[src/design/cpw_pkg.sv]
// Constants for the capture/compare/PWM channel: register map, field
// positions, mode codes, reset values and divider counts.
// Assumes a 32-bit APB slave with byte addresses in the low 8 bits.
package cpw_pkg;
  // ==========================================================
  // Register byte offsets
  localparam logic [7:0] ADDR_CTRL    = 8'h00;
  localparam logic [7:0] ADDR_VAL_LO  = 8'h04;
  localparam logic [7:0] ADDR_VAL_HI  = 8'h08;
  localparam logic [7:0] ADDR_TB_LO   = 8'h0c;
  localparam logic [7:0] ADDR_TB_HI   = 8'h10;
  localparam logic [7:0] ADDR_TB_CTRL = 8'h14;
  localparam logic [7:0] ADDR_PERIOD  = 8'h18;
  localparam logic [7:0] ADDR_PT_CTRL = 8'h1c;
  localparam logic [7:0] ADDR_PT_CNT  = 8'h20;
  localparam logic [7:0] ADDR_FLAGS   = 8'h24;

  // ==========================================================
  // Field positions
  localparam int CTRL_DUTY_LSB = 4;
  localparam int TB_ON_BIT     = 0;
  localparam int TB_EXT_BIT    = 1;
  localparam int PT_PS_LSB     = 0;
  localparam int PT_ON_BIT     = 2;
  localparam int FLAG_EVT_BIT  = 0;
  localparam int FLAG_OVF_BIT  = 1;

  // ==========================================================
  // Channel mode field codes; 11xx is PWM
  localparam logic [3:0] MODE_OFF      = 4'h0;
  localparam logic [3:0] MODE_TOGGLE   = 4'h2;
  localparam logic [3:0] MODE_CAP_FALL = 4'h4;
  localparam logic [3:0] MODE_CAP_RISE = 4'h5;
  localparam logic [3:0] MODE_CAP_4    = 4'h6;
  localparam logic [3:0] MODE_CAP_16   = 4'h7;
  localparam logic [3:0] MODE_SET      = 4'h8;
  localparam logic [3:0] MODE_CLR      = 4'h9;
  localparam logic [3:0] MODE_SWINT    = 4'ha;
  localparam logic [3:0] MODE_SEV      = 4'hb;

  // ==========================================================
  // Reset values and counts
  localparam logic [7:0] RST_PERIOD   = 8'hff;
  localparam logic [1:0] INSTR_TOP    = 2'h3;
  localparam logic [3:0] CAP4_TOP     = 4'h3;
  localparam logic [3:0] CAP16_TOP    = 4'hf;
  localparam logic [7:0] PS1_TOP      = 8'h03;
  localparam logic [7:0] PS4_TOP      = 8'h0f;
  localparam logic [7:0] PS16_TOP     = 8'h3f;
  localparam logic [7:0] PS64_TOP     = 8'hff;
endpackage : cpw_pkg

[src/design/cpw_channel.sv]
// Capture/compare/PWM channel with its 16-bit time base and 8-bit
// period timer, reached as an APB slave.
// Assumes sleep_i and adc_enable_i come from logic on clk_i; the pin
// and the external time base clock are asynchronous.
//
// Decided for this implementation: the APB register port and the register offsets.
`timescale 1ns/1ps
module cpw_channel (
  // Clock and reset
  input  wire logic        clk_i,
  input  wire logic        rst_i,
  // APB slave
  input  wire logic [7:0]  paddr_i,
  input  wire logic        psel_i,
  input  wire logic        penable_i,
  input  wire logic        pwrite_i,
  input  wire logic [31:0] pwdata_i,
  output logic      [31:0] prdata_o,
  output logic             pready_o,
  output logic             pslverr_o,
  // System
  input  wire logic        sleep_i,
  input  wire logic        adc_enable_i,
  input  wire logic        tb_ext_clk_i,
  // Channel pin
  input  wire logic        pin_i,
  output logic             pin_o,
  output logic             pin_oe_n_o,
  // Special event
  output logic             trigger_o,
  output logic             adc_start_o
);
  // ==========================================================
  // Registers
  logic [3:0]  mode_r;
  logic [1:0]  dlb_r;
  logic [7:0]  val_lo_r, val_hi_r;
  logic [7:0]  val_lo_nxt, val_hi_nxt;
  logic [15:0] tb_r, tb_nxt;
  logic        tb_wrap;
  logic        tb_on_r, tb_ext_r;
  logic [7:0]  period_r, pt_r, ps_r, ps_top;
  logic        pt_on_r;
  logic [1:0]  pt_ps_r, low2, lat2_r;
  logic        evt_flag_r, ovf_flag_r;
  logic [1:0]  div_r;
  logic [1:0]  s1_r, s2_r, s3_r, lvl_r;
  logic [3:0]  pscnt_r;
  logic        match_r, sev_pend_r, out_r;
  logic        pready_r, pslverr_r, trig_r, adc_r, oe_n_r;
  logic [31:0] prdata_r, rd_mux;
  logic        rd_hit;

  // ==========================================================
  // APB decode; one wait state, effects at the pready edge
  logic acc, wr;
  assign acc = psel_i & penable_i & pready_r;
  assign wr  = acc & pwrite_i;

  logic w_ctrl, w_lo, w_hi, w_tlo, w_thi, w_tctl, w_per, w_pctl, w_pcnt, w_flg;
  assign w_ctrl = wr & (paddr_i == cpw_pkg::ADDR_CTRL);
  assign w_lo   = wr & (paddr_i == cpw_pkg::ADDR_VAL_LO);
  assign w_hi   = wr & (paddr_i == cpw_pkg::ADDR_VAL_HI);
  assign w_tlo  = wr & (paddr_i == cpw_pkg::ADDR_TB_LO);
  assign w_thi  = wr & (paddr_i == cpw_pkg::ADDR_TB_HI);
  assign w_tctl = wr & (paddr_i == cpw_pkg::ADDR_TB_CTRL);
  assign w_per  = wr & (paddr_i == cpw_pkg::ADDR_PERIOD);
  assign w_pctl = wr & (paddr_i == cpw_pkg::ADDR_PT_CTRL);
  assign w_pcnt = wr & (paddr_i == cpw_pkg::ADDR_PT_CNT);
  assign w_flg  = wr & (paddr_i == cpw_pkg::ADDR_FLAGS);

  logic ctrl_zero;
  assign ctrl_zero = w_ctrl & (pwdata_i[5:0] == 6'h00);

  // ==========================================================
  // Mode decode
  logic is_pwm, is_cap, is_sev, is_cmp;
  assign is_pwm = (mode_r[3:2] == 2'b11);
  assign is_cap = (mode_r[3:2] == 2'b01);
  assign is_sev = (mode_r == cpw_pkg::MODE_SEV);
  assign is_cmp = (mode_r == cpw_pkg::MODE_TOGGLE) | (mode_r == cpw_pkg::MODE_SET) |
                  (mode_r == cpw_pkg::MODE_CLR) | (mode_r == cpw_pkg::MODE_SWINT) | is_sev;

  // ==========================================================
  // Input synchronisers; a change counts once stages 2 and 3 agree
  always_ff @(posedge clk_i) begin
    if (rst_i) begin
      s1_r  <= 2'h0;
      s2_r  <= 2'h0;
      s3_r  <= 2'h0;
      lvl_r <= 2'h0;
    end else begin
      s1_r  <= {tb_ext_clk_i, pin_i};
      s2_r  <= s1_r;
      s3_r  <= s2_r;
      lvl_r <= (s2_r & s3_r) | (lvl_r & (s2_r | s3_r));
    end
  end

  logic ext_rise, pin_rise, pin_fall;
  assign ext_rise = s2_r[1] & s3_r[1] & ~lvl_r[1];
  assign pin_rise = s2_r[0] & s3_r[0] & ~lvl_r[0];
  assign pin_fall = ~s2_r[0] & ~s3_r[0] & lvl_r[0];

  // ==========================================================
  // Time base tick
  always_ff @(posedge clk_i) begin
    if (rst_i) div_r <= 2'h0;
    else if (!sleep_i) div_r <= div_r + 2'h1;
  end

  logic tb_tick;
  // Internal source stalls in sleep, external keeps running
  assign tb_tick = tb_on_r & (tb_ext_r ? ext_rise : (~sleep_i & (div_r == cpw_pkg::INSTR_TOP)));

  // ==========================================================
  // Capture
  logic [3:0] cap_top;
  logic       cap_ev;
  assign cap_top = (mode_r == cpw_pkg::MODE_CAP_4) ? cpw_pkg::CAP4_TOP : cpw_pkg::CAP16_TOP;

  always_ff @(posedge clk_i) begin
    if (rst_i) pscnt_r <= 4'h0;
    else if (!is_cap) pscnt_r <= 4'h0;
    else if (pin_rise && mode_r[1]) pscnt_r <= (pscnt_r == cap_top) ? 4'h0 : pscnt_r + 4'h1;
  end

  always_comb begin
    unique case (mode_r)
      cpw_pkg::MODE_CAP_FALL: cap_ev = pin_fall;
      cpw_pkg::MODE_CAP_RISE: cap_ev = pin_rise;
      cpw_pkg::MODE_CAP_4,
      cpw_pkg::MODE_CAP_16:   cap_ev = pin_rise & (pscnt_r == cap_top);
      default:                cap_ev = 1'b0;
    endcase
  end

  // ==========================================================
  // Period timer with prescaler; low bits extend it to 10 bits
  logic [7:0] ps_inc;
  logic [1:0] low2_nxt;
  assign ps_inc = ps_r + 8'h01;

  always_comb begin
    unique case (pt_ps_r)
      2'h0: begin ps_top = cpw_pkg::PS1_TOP;  low2 = ps_r[1:0]; low2_nxt = ps_inc[1:0]; end
      2'h1: begin ps_top = cpw_pkg::PS4_TOP;  low2 = ps_r[3:2]; low2_nxt = ps_inc[3:2]; end
      2'h2: begin ps_top = cpw_pkg::PS16_TOP; low2 = ps_r[5:4]; low2_nxt = ps_inc[5:4]; end
      2'h3: begin ps_top = cpw_pkg::PS64_TOP; low2 = ps_r[7:6]; low2_nxt = ps_inc[7:6]; end
    endcase
  end

  logic pt_tick, pt_reload;
  assign pt_tick   = pt_on_r & ~sleep_i & (ps_r == ps_top);
  assign pt_reload = pt_tick & (pt_r == period_r);

  always_ff @(posedge clk_i) begin
    if (rst_i) ps_r <= 8'h00;
    else if (!pt_on_r || pt_tick) ps_r <= 8'h00;
    else if (!sleep_i) ps_r <= ps_r + 8'h01;
  end

  always_ff @(posedge clk_i) begin
    if (rst_i) pt_r <= 8'h00;
    else if (w_pcnt) pt_r <= pwdata_i[7:0];
    else if (pt_reload) pt_r <= 8'h00;
    else if (pt_tick) pt_r <= pt_r + 8'h01;
  end

  // Looking one step ahead makes the pin fall as the base reaches the duty,
  // so the high time is exactly the duty count, not one step longer
  logic [9:0] base_nxt;
  assign base_nxt = pt_tick ? {pt_r + 8'h01, 2'h0} : {pt_r, low2_nxt};

  // ==========================================================
  // Next values of time base and value pair
  always_comb begin
    tb_nxt  = tb_r;
    tb_wrap = 1'b0;
    if (tb_tick) begin
      // Reset only if the match still stands at the tick
      if (sev_pend_r && is_sev && (tb_r == {val_hi_r, val_lo_r})) begin
        tb_nxt = 16'h0000;
      end else begin
        tb_nxt  = tb_r + 16'h0001;
        tb_wrap = (tb_r == 16'hffff);
      end
    end
    if (w_tlo) tb_nxt[7:0] = pwdata_i[7:0];
    if (w_thi) tb_nxt[15:8] = pwdata_i[7:0];
  end

  always_comb begin
    val_lo_nxt = val_lo_r;
    val_hi_nxt = val_hi_r;
    if (w_lo) val_lo_nxt = pwdata_i[7:0];
    // High byte is read-only while it holds the latched duty
    if (w_hi && !is_pwm) val_hi_nxt = pwdata_i[7:0];
    if (cap_ev) {val_hi_nxt, val_lo_nxt} = tb_r;
    if (is_pwm && pt_reload) val_hi_nxt = val_lo_r;
  end

  // ==========================================================
  // Compare: matching on next values lets actions land with the match
  logic match_nxt, cmp_ev;
  assign match_nxt = (tb_nxt == {val_hi_nxt, val_lo_nxt});
  // Frozen in sleep; compare is not promised to work there
  assign cmp_ev    = is_cmp & ~sleep_i & match_nxt & ~match_r;

  always_ff @(posedge clk_i) begin
    if (rst_i) begin
      tb_r     <= 16'h0000;
      val_lo_r <= 8'h00;
      val_hi_r <= 8'h00;
      match_r  <= 1'b0;
    end else begin
      tb_r     <= tb_nxt;
      val_lo_r <= val_lo_nxt;
      val_hi_r <= val_hi_nxt;
      match_r  <= match_nxt;
    end
  end

  // ==========================================================
  // Special event trigger
  always_ff @(posedge clk_i) begin
    if (rst_i) begin
      trig_r     <= 1'b0;
      adc_r      <= 1'b0;
      sev_pend_r <= 1'b0;
    end else begin
      trig_r <= cmp_ev & is_sev;
      adc_r  <= cmp_ev & is_sev & adc_enable_i;
      if (cmp_ev && is_sev) sev_pend_r <= 1'b1;
      else if (tb_tick || !is_sev) sev_pend_r <= 1'b0;
    end
  end

  // ==========================================================
  // Flags: write one to clear, a new event wins over the clear
  always_ff @(posedge clk_i) begin
    if (rst_i) begin
      evt_flag_r <= 1'b0;
      ovf_flag_r <= 1'b0;
    end else begin
      if (cap_ev || cmp_ev) evt_flag_r <= 1'b1;
      else if (w_flg && pwdata_i[cpw_pkg::FLAG_EVT_BIT]) evt_flag_r <= 1'b0;
      if (tb_wrap) ovf_flag_r <= 1'b1;
      else if (w_flg && pwdata_i[cpw_pkg::FLAG_OVF_BIT]) ovf_flag_r <= 1'b0;
    end
  end

  // ==========================================================
  // Output latch shared by compare and PWM
  always_ff @(posedge clk_i) begin
    if (rst_i) out_r <= 1'b0;
    else if (ctrl_zero) out_r <= 1'b0;
    else if (is_pwm) begin
      if (pt_reload) out_r <= ({val_lo_r, dlb_r} != 10'h000);
      else if (pt_on_r && !sleep_i && (base_nxt == {val_hi_r, lat2_r})) out_r <= 1'b0;
    end else if (cmp_ev) begin
      unique case (mode_r)
        cpw_pkg::MODE_TOGGLE: out_r <= ~out_r;
        cpw_pkg::MODE_SET:    out_r <= 1'b1;
        cpw_pkg::MODE_CLR:    out_r <= 1'b0;
        default:              out_r <= out_r;
      endcase
    end
  end

  always_ff @(posedge clk_i) begin
    if (rst_i) lat2_r <= 2'h0;
    else if (is_pwm && pt_reload) lat2_r <= dlb_r;
  end

  // Pin driven only in toggle, set, clear and PWM modes
  always_ff @(posedge clk_i) begin
    if (rst_i) oe_n_r <= 1'b1;
    else oe_n_r <= ~(is_pwm | (mode_r == cpw_pkg::MODE_TOGGLE) |
                     (mode_r == cpw_pkg::MODE_SET) | (mode_r == cpw_pkg::MODE_CLR));
  end

  // ==========================================================
  // Control registers
  always_ff @(posedge clk_i) begin
    if (rst_i) begin
      mode_r   <= cpw_pkg::MODE_OFF;
      dlb_r    <= 2'h0;
      tb_on_r  <= 1'b0;
      tb_ext_r <= 1'b0;
      period_r <= cpw_pkg::RST_PERIOD;
      pt_on_r  <= 1'b0;
      pt_ps_r  <= 2'h0;
    end else begin
      if (w_ctrl) begin
        mode_r <= pwdata_i[3:0];
        dlb_r  <= pwdata_i[cpw_pkg::CTRL_DUTY_LSB +: 2];
      end
      if (w_tctl) begin
        tb_on_r  <= pwdata_i[cpw_pkg::TB_ON_BIT];
        tb_ext_r <= pwdata_i[cpw_pkg::TB_EXT_BIT];
      end
      if (w_per) period_r <= pwdata_i[7:0];
      if (w_pctl) begin
        pt_on_r <= pwdata_i[cpw_pkg::PT_ON_BIT];
        pt_ps_r <= pwdata_i[cpw_pkg::PT_PS_LSB +: 2];
      end
    end
  end

  // ==========================================================
  // Read mux and APB answer
  always_comb begin
    rd_mux = 32'h0000_0000;
    rd_hit = 1'b1;
    unique case (paddr_i)
      cpw_pkg::ADDR_CTRL:    rd_mux[5:0] = {dlb_r, mode_r};
      cpw_pkg::ADDR_VAL_LO:  rd_mux[7:0] = val_lo_r;
      cpw_pkg::ADDR_VAL_HI:  rd_mux[7:0] = val_hi_r;
      cpw_pkg::ADDR_TB_LO:   rd_mux[7:0] = tb_r[7:0];
      cpw_pkg::ADDR_TB_HI:   rd_mux[7:0] = tb_r[15:8];
      cpw_pkg::ADDR_TB_CTRL: rd_mux[1:0] = {tb_ext_r, tb_on_r};
      cpw_pkg::ADDR_PERIOD:  rd_mux[7:0] = period_r;
      cpw_pkg::ADDR_PT_CTRL: rd_mux[2:0] = {pt_on_r, pt_ps_r};
      cpw_pkg::ADDR_PT_CNT:  rd_mux[7:0] = pt_r;
      cpw_pkg::ADDR_FLAGS:   rd_mux[1:0] = {ovf_flag_r, evt_flag_r};
      default:               rd_hit = 1'b0;
    endcase
  end

  always_ff @(posedge clk_i) begin
    if (rst_i) begin
      pready_r  <= 1'b0;
      pslverr_r <= 1'b0;
      prdata_r  <= 32'h0000_0000;
    end else begin
      pready_r  <= psel_i & penable_i & ~pready_r;
      pslverr_r <= psel_i & penable_i & ~pready_r & ~rd_hit;
      if (psel_i && penable_i && !pready_r && !pwrite_i) prdata_r <= rd_mux;
    end
  end

  assign prdata_o    = prdata_r;
  assign pready_o    = pready_r;
  assign pslverr_o   = pslverr_r;
  assign pin_o       = out_r;
  assign pin_oe_n_o  = oe_n_r;
  assign trigger_o   = trig_r;
  assign adc_start_o = adc_r;
endmodule : cpw_channel

[config.mk]
export PLATFORM = sky130hd
export DESIGN_NAME = cpw_channel
export DESIGN_NICKNAME = d
export VERILOG_FILES = /design/src/design/cpw_pkg.sv /design/src/design/cpw_channel.sv
export SDC_FILE = /design/constraint.sdc
export NUM_CORES = 1
export LEC_CHECK = 0
export BUFFER_PORTS_ARGS = -buffer_cell sky130_fd_sc_hd__buf_4
export CAP_MARGIN = 10
export CORE_AREA = 2 2 152 154
export CTS_CLUSTER_SIZE = 40
export DETAILED_ROUTE_END_ITERATION = 6
export DIE_AREA = 0 0 154 156
export PLACE_DENSITY = 0.53
export SYNTH_ARGS = -nofsm -noshare
export SYNTH_HDL_FRONTEND = slang
export SYNTH_SLANG_ARGS = --single-unit
export TNS_END_PERCENT = 30
[constraint.sdc]
create_clock -name clk_i -period 5.1 [get_ports clk_i]
set_input_delay 0.255 -clock clk_i [delete_from_list [all_inputs] [get_ports clk_i]]
set_output_delay 0.255 -clock clk_i [all_outputs]
set_load 0.05 [all_outputs]
==> load_flow_metrics.sql <==
INSERT INTO impl_metrics (metric_group, metric, value, unit) VALUES
('run_status', 'outcome', 'finished, violations left', ''),
('run_status', 'violated_checks', 'design-rule violations', ''),
('layout', 'layout_overhead_on_the_synthesized_area', '10.2', '%'),
('floorplanning', 'die_y', '156', 'um'),
('synthesis', 'syn_area', '6640', 'um^2'),
('pwr', 'pleak', '0.00272', 'uW'),
('routing', 'residual_drc_count', '4', ''),
('sta', 'max_slew.worst_pin.slew', '964', 'ps'),
('sta', 'final-max-slew-violation-count', '0', ''),
('routing', 'detailedRoute.firstIterationViolations', '546', ''),
('layout', 'antenna-diode-count', '0', ''),
('sta', 'final_hold_viol_count', '0', ''),
('cts', 'numCtsBuffers', '9', ''),
('layout', 'final_cell_mix', '101 x dfxtp_1, 84 x nor2_1, 70 x nand2_1', ''),
('global_route', 'globalRoute.totalOverflow', '0', ''),
('worst_hold_path', 'min_path_type', 'in2reg', ''),
('placement', 'placed_instance_count', '1099', ''),
('sta', 'timing.final.setup_violations', '0', ''),
('layout', 'finish.utilization', '32.7', '%'),
('sta', 'slew-limit-headroom', '35.4', '%'),
('cts', 'cts_post_setup_buffers_inserted', '0', ''),
('worst_setup_path', 'crit_path_end_kind', 'flip-flop', ''),
('synthesis', 'syn_inst', '835', ''),
('cts', 'ctsRootBufferMaster', 'clkbuf_16', ''),
('cts', 'clk_pin_slew', '70', 'ps'),
('floorplanning', 'rows', '55', ''),
('floorplanning', 'die_w', '154', 'um'),
('placement', 'gp_routability_congestion', '0.900', ''),
('global_route', 'grt_start_max_net_pins', '50', ''),
('worst_setup_path', 'cp.required', '5380', 'ps'),
('cts', 'ctsResizeCount', '0', ''),
('layout', 'design.final.nets', '879', ''),
('cts', 'insertion_delay', '360', 'ps'),
('global_route', 'grt_first_pass_wirelength', '32600', 'um'),
('floorplanning', 'fp.coreArea', '22400', 'um^2'),
('synthesis', 'synth.yosys.seq_area_share', '30.5', '%'),
('layout', 'post_route_cells_drive_above_1_share', '11.7', '%'),
('synthesis', 'synthFlopType', 'dfxtp_1', ''),
('routing', 'drt-wirelength-per-cell', '18.7', 'um'),
('synthesis', 'synth.lib_cells_used.distinct', '75', ''),
('routing', 'wirelength', '20900', 'um'),
('synthesis', 'mean_instance_size_in_the_synthesized_netlist', '7.95', 'um^2'),
('layout', 'final_common_cell', 'dfxtp_1', ''),
('routing', 'route.antenna.remaining_nets', '0', ''),
('synthesis', 'ys_ff_latch', '101', ''),
('synthesis', 'syn_warnings', '0', ''),
('flow_run', 'drv_cap', '0', ''),
('routing', 'vias_per_cell', '5.41', ''),
('routing', 'drt-pass1-iter-count', '7', ''),
('placement', 'port-buffer-count', '38', ''),
('global_route', 'grt_pass1_vias', '5508', ''),
('cts', 'cts_tree', 'done', ''),
('cts', 'clkSinkCount', '101', ''),
('sta', 'post-route-period-util', '68.6', '%'),
('pwr', 'power.density_cell_area', '236', 'nW/um^2'),
('cts', 'cts_hold_repair.buffers', '0', ''),
('cts', 'ctsLongestPathBuffers', '2', ''),
('layout', 'num-fill-cells', '2381', ''),
('floorplanning', 'floorplan.io_pins', '87', ''),
('worst_setup_path', 'timing_worst_setup_path_type', 'reg2reg', ''),
('synthesis', 'synth-async-reset-ratio', '0', '%'),
('worst_setup_path', 'crit_arrival', '3780', 'ps'),
('sta', 'fmax', '286', 'MHz'),
('routing', 'vias', '6029', ''),
('sta', 'rsz_0062_raised_after_global_routing', 'no', ''),
('sta', 'timing.final.crit_period', '3500', 'ps'),
('pwr', 'max-vdd-ir-drop', '0.157', 'mV'),
('sta', 'fin_skew', '10.8', 'ps'),
('global_route', 'grt_antenna_before_repair', '0', ''),
('global_route', 'track_usage', '17.5', '%'),
('floorplanning', 'start_util', '29.7', '%'),
('cts', 'cts-htree-levels', '3', ''),
('worst_setup_path', 'worst-path-max-fanout', '11', ''),
('floorplanning', 'design.die.area', '24000', 'um^2'),
('layout', 'final_instance_count_excl_fillers', '1115', ''),
('worst_setup_path', 'start_kind', 'flip-flop', ''),
('placement', 'dp.final_hpwl', '14600', 'um'),
('synthesis', 'edff_count_synth', '0', ''),
('sta', 'final_total_negative_setup_slack', '0', 'ps');
==> cell type report <==
| cell class | instances | area, um^2 | area share, % |
|---|---|---|---|
| Timing Repair Buffer | 48 | 360 | 4.93 |
| Tap cell | 285 | 357 | 4.88 |
| Inverter | 10 | 37.5 | 0.513 |
| Clock buffer | 13 | 260 | 3.56 |
| Sequential cell | 101 | 2020 | 27.6 |
| Clock inverter | 3 | 67.6 | 0.924 |
| Multi-Input combinational cell | 655 | 4210 | 57.6 |
==> flip-flops by register name, indices dropped and copies added (netlist names), 4 cells and up <==
| register | cells |
|---|---|
| ps_r | 8 |
| tb_r | 16 |
| pscnt_r | 4 |
| period_r | 8 |
| val_lo_r | 8 |
| val_hi_r | 8 |
| pt_r | 8 |
| mode_r | 4 |
| prdata_o | 8 |
==> per-layer routing <==
| metal | track usage (%) | share of wire, % | vias to the layer above |
|---|---|---|---|
| met5 | 0 | 0 | - |
| met4 | 7.08 | 2.9 | 0 |
| met3 | 2.53 | 5.8 | 41 |
| met2 | 27.1 | 45 | 200 |
| met1 | 24.5 | 47 | 2864 |
| li1 | - | - | 2924 |
==> metrics by stage <==
step | setup WS [ps] | total power, uW | hold WS [ps] | instance area, um^2
final | 1600 | 1730 | 109 | 7310
after floorplan | 2100 | 929 | 373 | 6720
after detailed placement | 1560 | 960 | 431 | 6990
after global placement | 1580 | 959 | 433 | 6990
after global routing | 1360 | 1780 | 104 | 7310
after CTS | 1560 | 1740 | 95.7 | 7310
==> critical path, cell delays in order, from the launching register on <==
cell and delay, ps:
dfxtp_1 580, nor4bb_1 340, mux2i_1 220, a21oi_2 490, mux2_2 390, mux2i_1 260
xor2_1 190, nand4_1 220, nor3_4 350, nand2_2 150, a211oi_2 220
==> Yosys cell counts (6+ instances only) <==
library cell | number | area share, %
xnor2_1 | 43 | 5.7
a21oi_1 | 37 | 2.8
a211o_1 | 9 | 1.2
a211oi_1 | 8 | 0.91
o21ai_0 | 26 | 2.0
nand2_1 | 70 | 4.0
dfxtp_1 | 101 | 30
nor4_1 | 17 | 1.6
nand3_1 | 50 | 3.8
nor2b_1 | 24 | 2.3
nand2b_1 | 9 | 0.85
mux2i_1 | 28 | 4.2
nor3b_1 | 6 | 0.68
inv_1 | 10 | 0.57
a222oi_1 | 7 | 1.1
nor3_1 | 21 | 1.6
and3_1 | 6 | 0.57
a31oi_1 | 10 | 0.94
a22oi_1 | 6 | 0.68
nor2_1 | 84 | 4.8
or3_1 | 7 | 0.66
or2_2 | 7 | 0.66
clkbuf_1 | 58 | 3.3
o31a_1 | 12 | 1.6
mux2_2 | 15 | 2.5
nand4_1 | 11 | 1.0
xor2_1 | 30 | 4.0
buf_4 | 24 | 2.7
==> kinds of logic after synthesis <==
| logic type | after synthesis | synth area share, % |
|---|---|---|
| AO/OA/AOI/OAI | 164 | 17.4 |
| XOR/XNOR | 73 | 9.64 |
| adder cells (fa/ha/maj) | 5 | 0.943 |
| buffers and inverters | 102 | 7.45 |
| flip-flops | 101 | 30.5 |
| multiplexers | 43 | 6.77 |
| other | 1 | 0.0565 |
| AND/OR/NAND/NOR | 346 | 27.3 |
==> power breakdown <==
group / internal (uW) / leakage (uW) / switching (uW) / total, uW
sequential: 796 / 0.000817 / 6.79 / 803
combinational: 32.7 / 0.00175 / 106 / 139
clock: 459 / 0.000156 / 327 / 786
total: 1290 / 0.00272 / 440 / 1730
==> worst paths after layout <==
check	from	end	slack, ps	cells past startpoint
min reg2reg	s1_r[1]	s2_r[1]	440	1
max reg2reg	mode_r[1]	sev_pend_r	1600	10
min	pin_i	s1_r[0]	110	2
max	mode_r[1]	sev_pend_r	1600	10
Power figures use the tool's default switching activity.
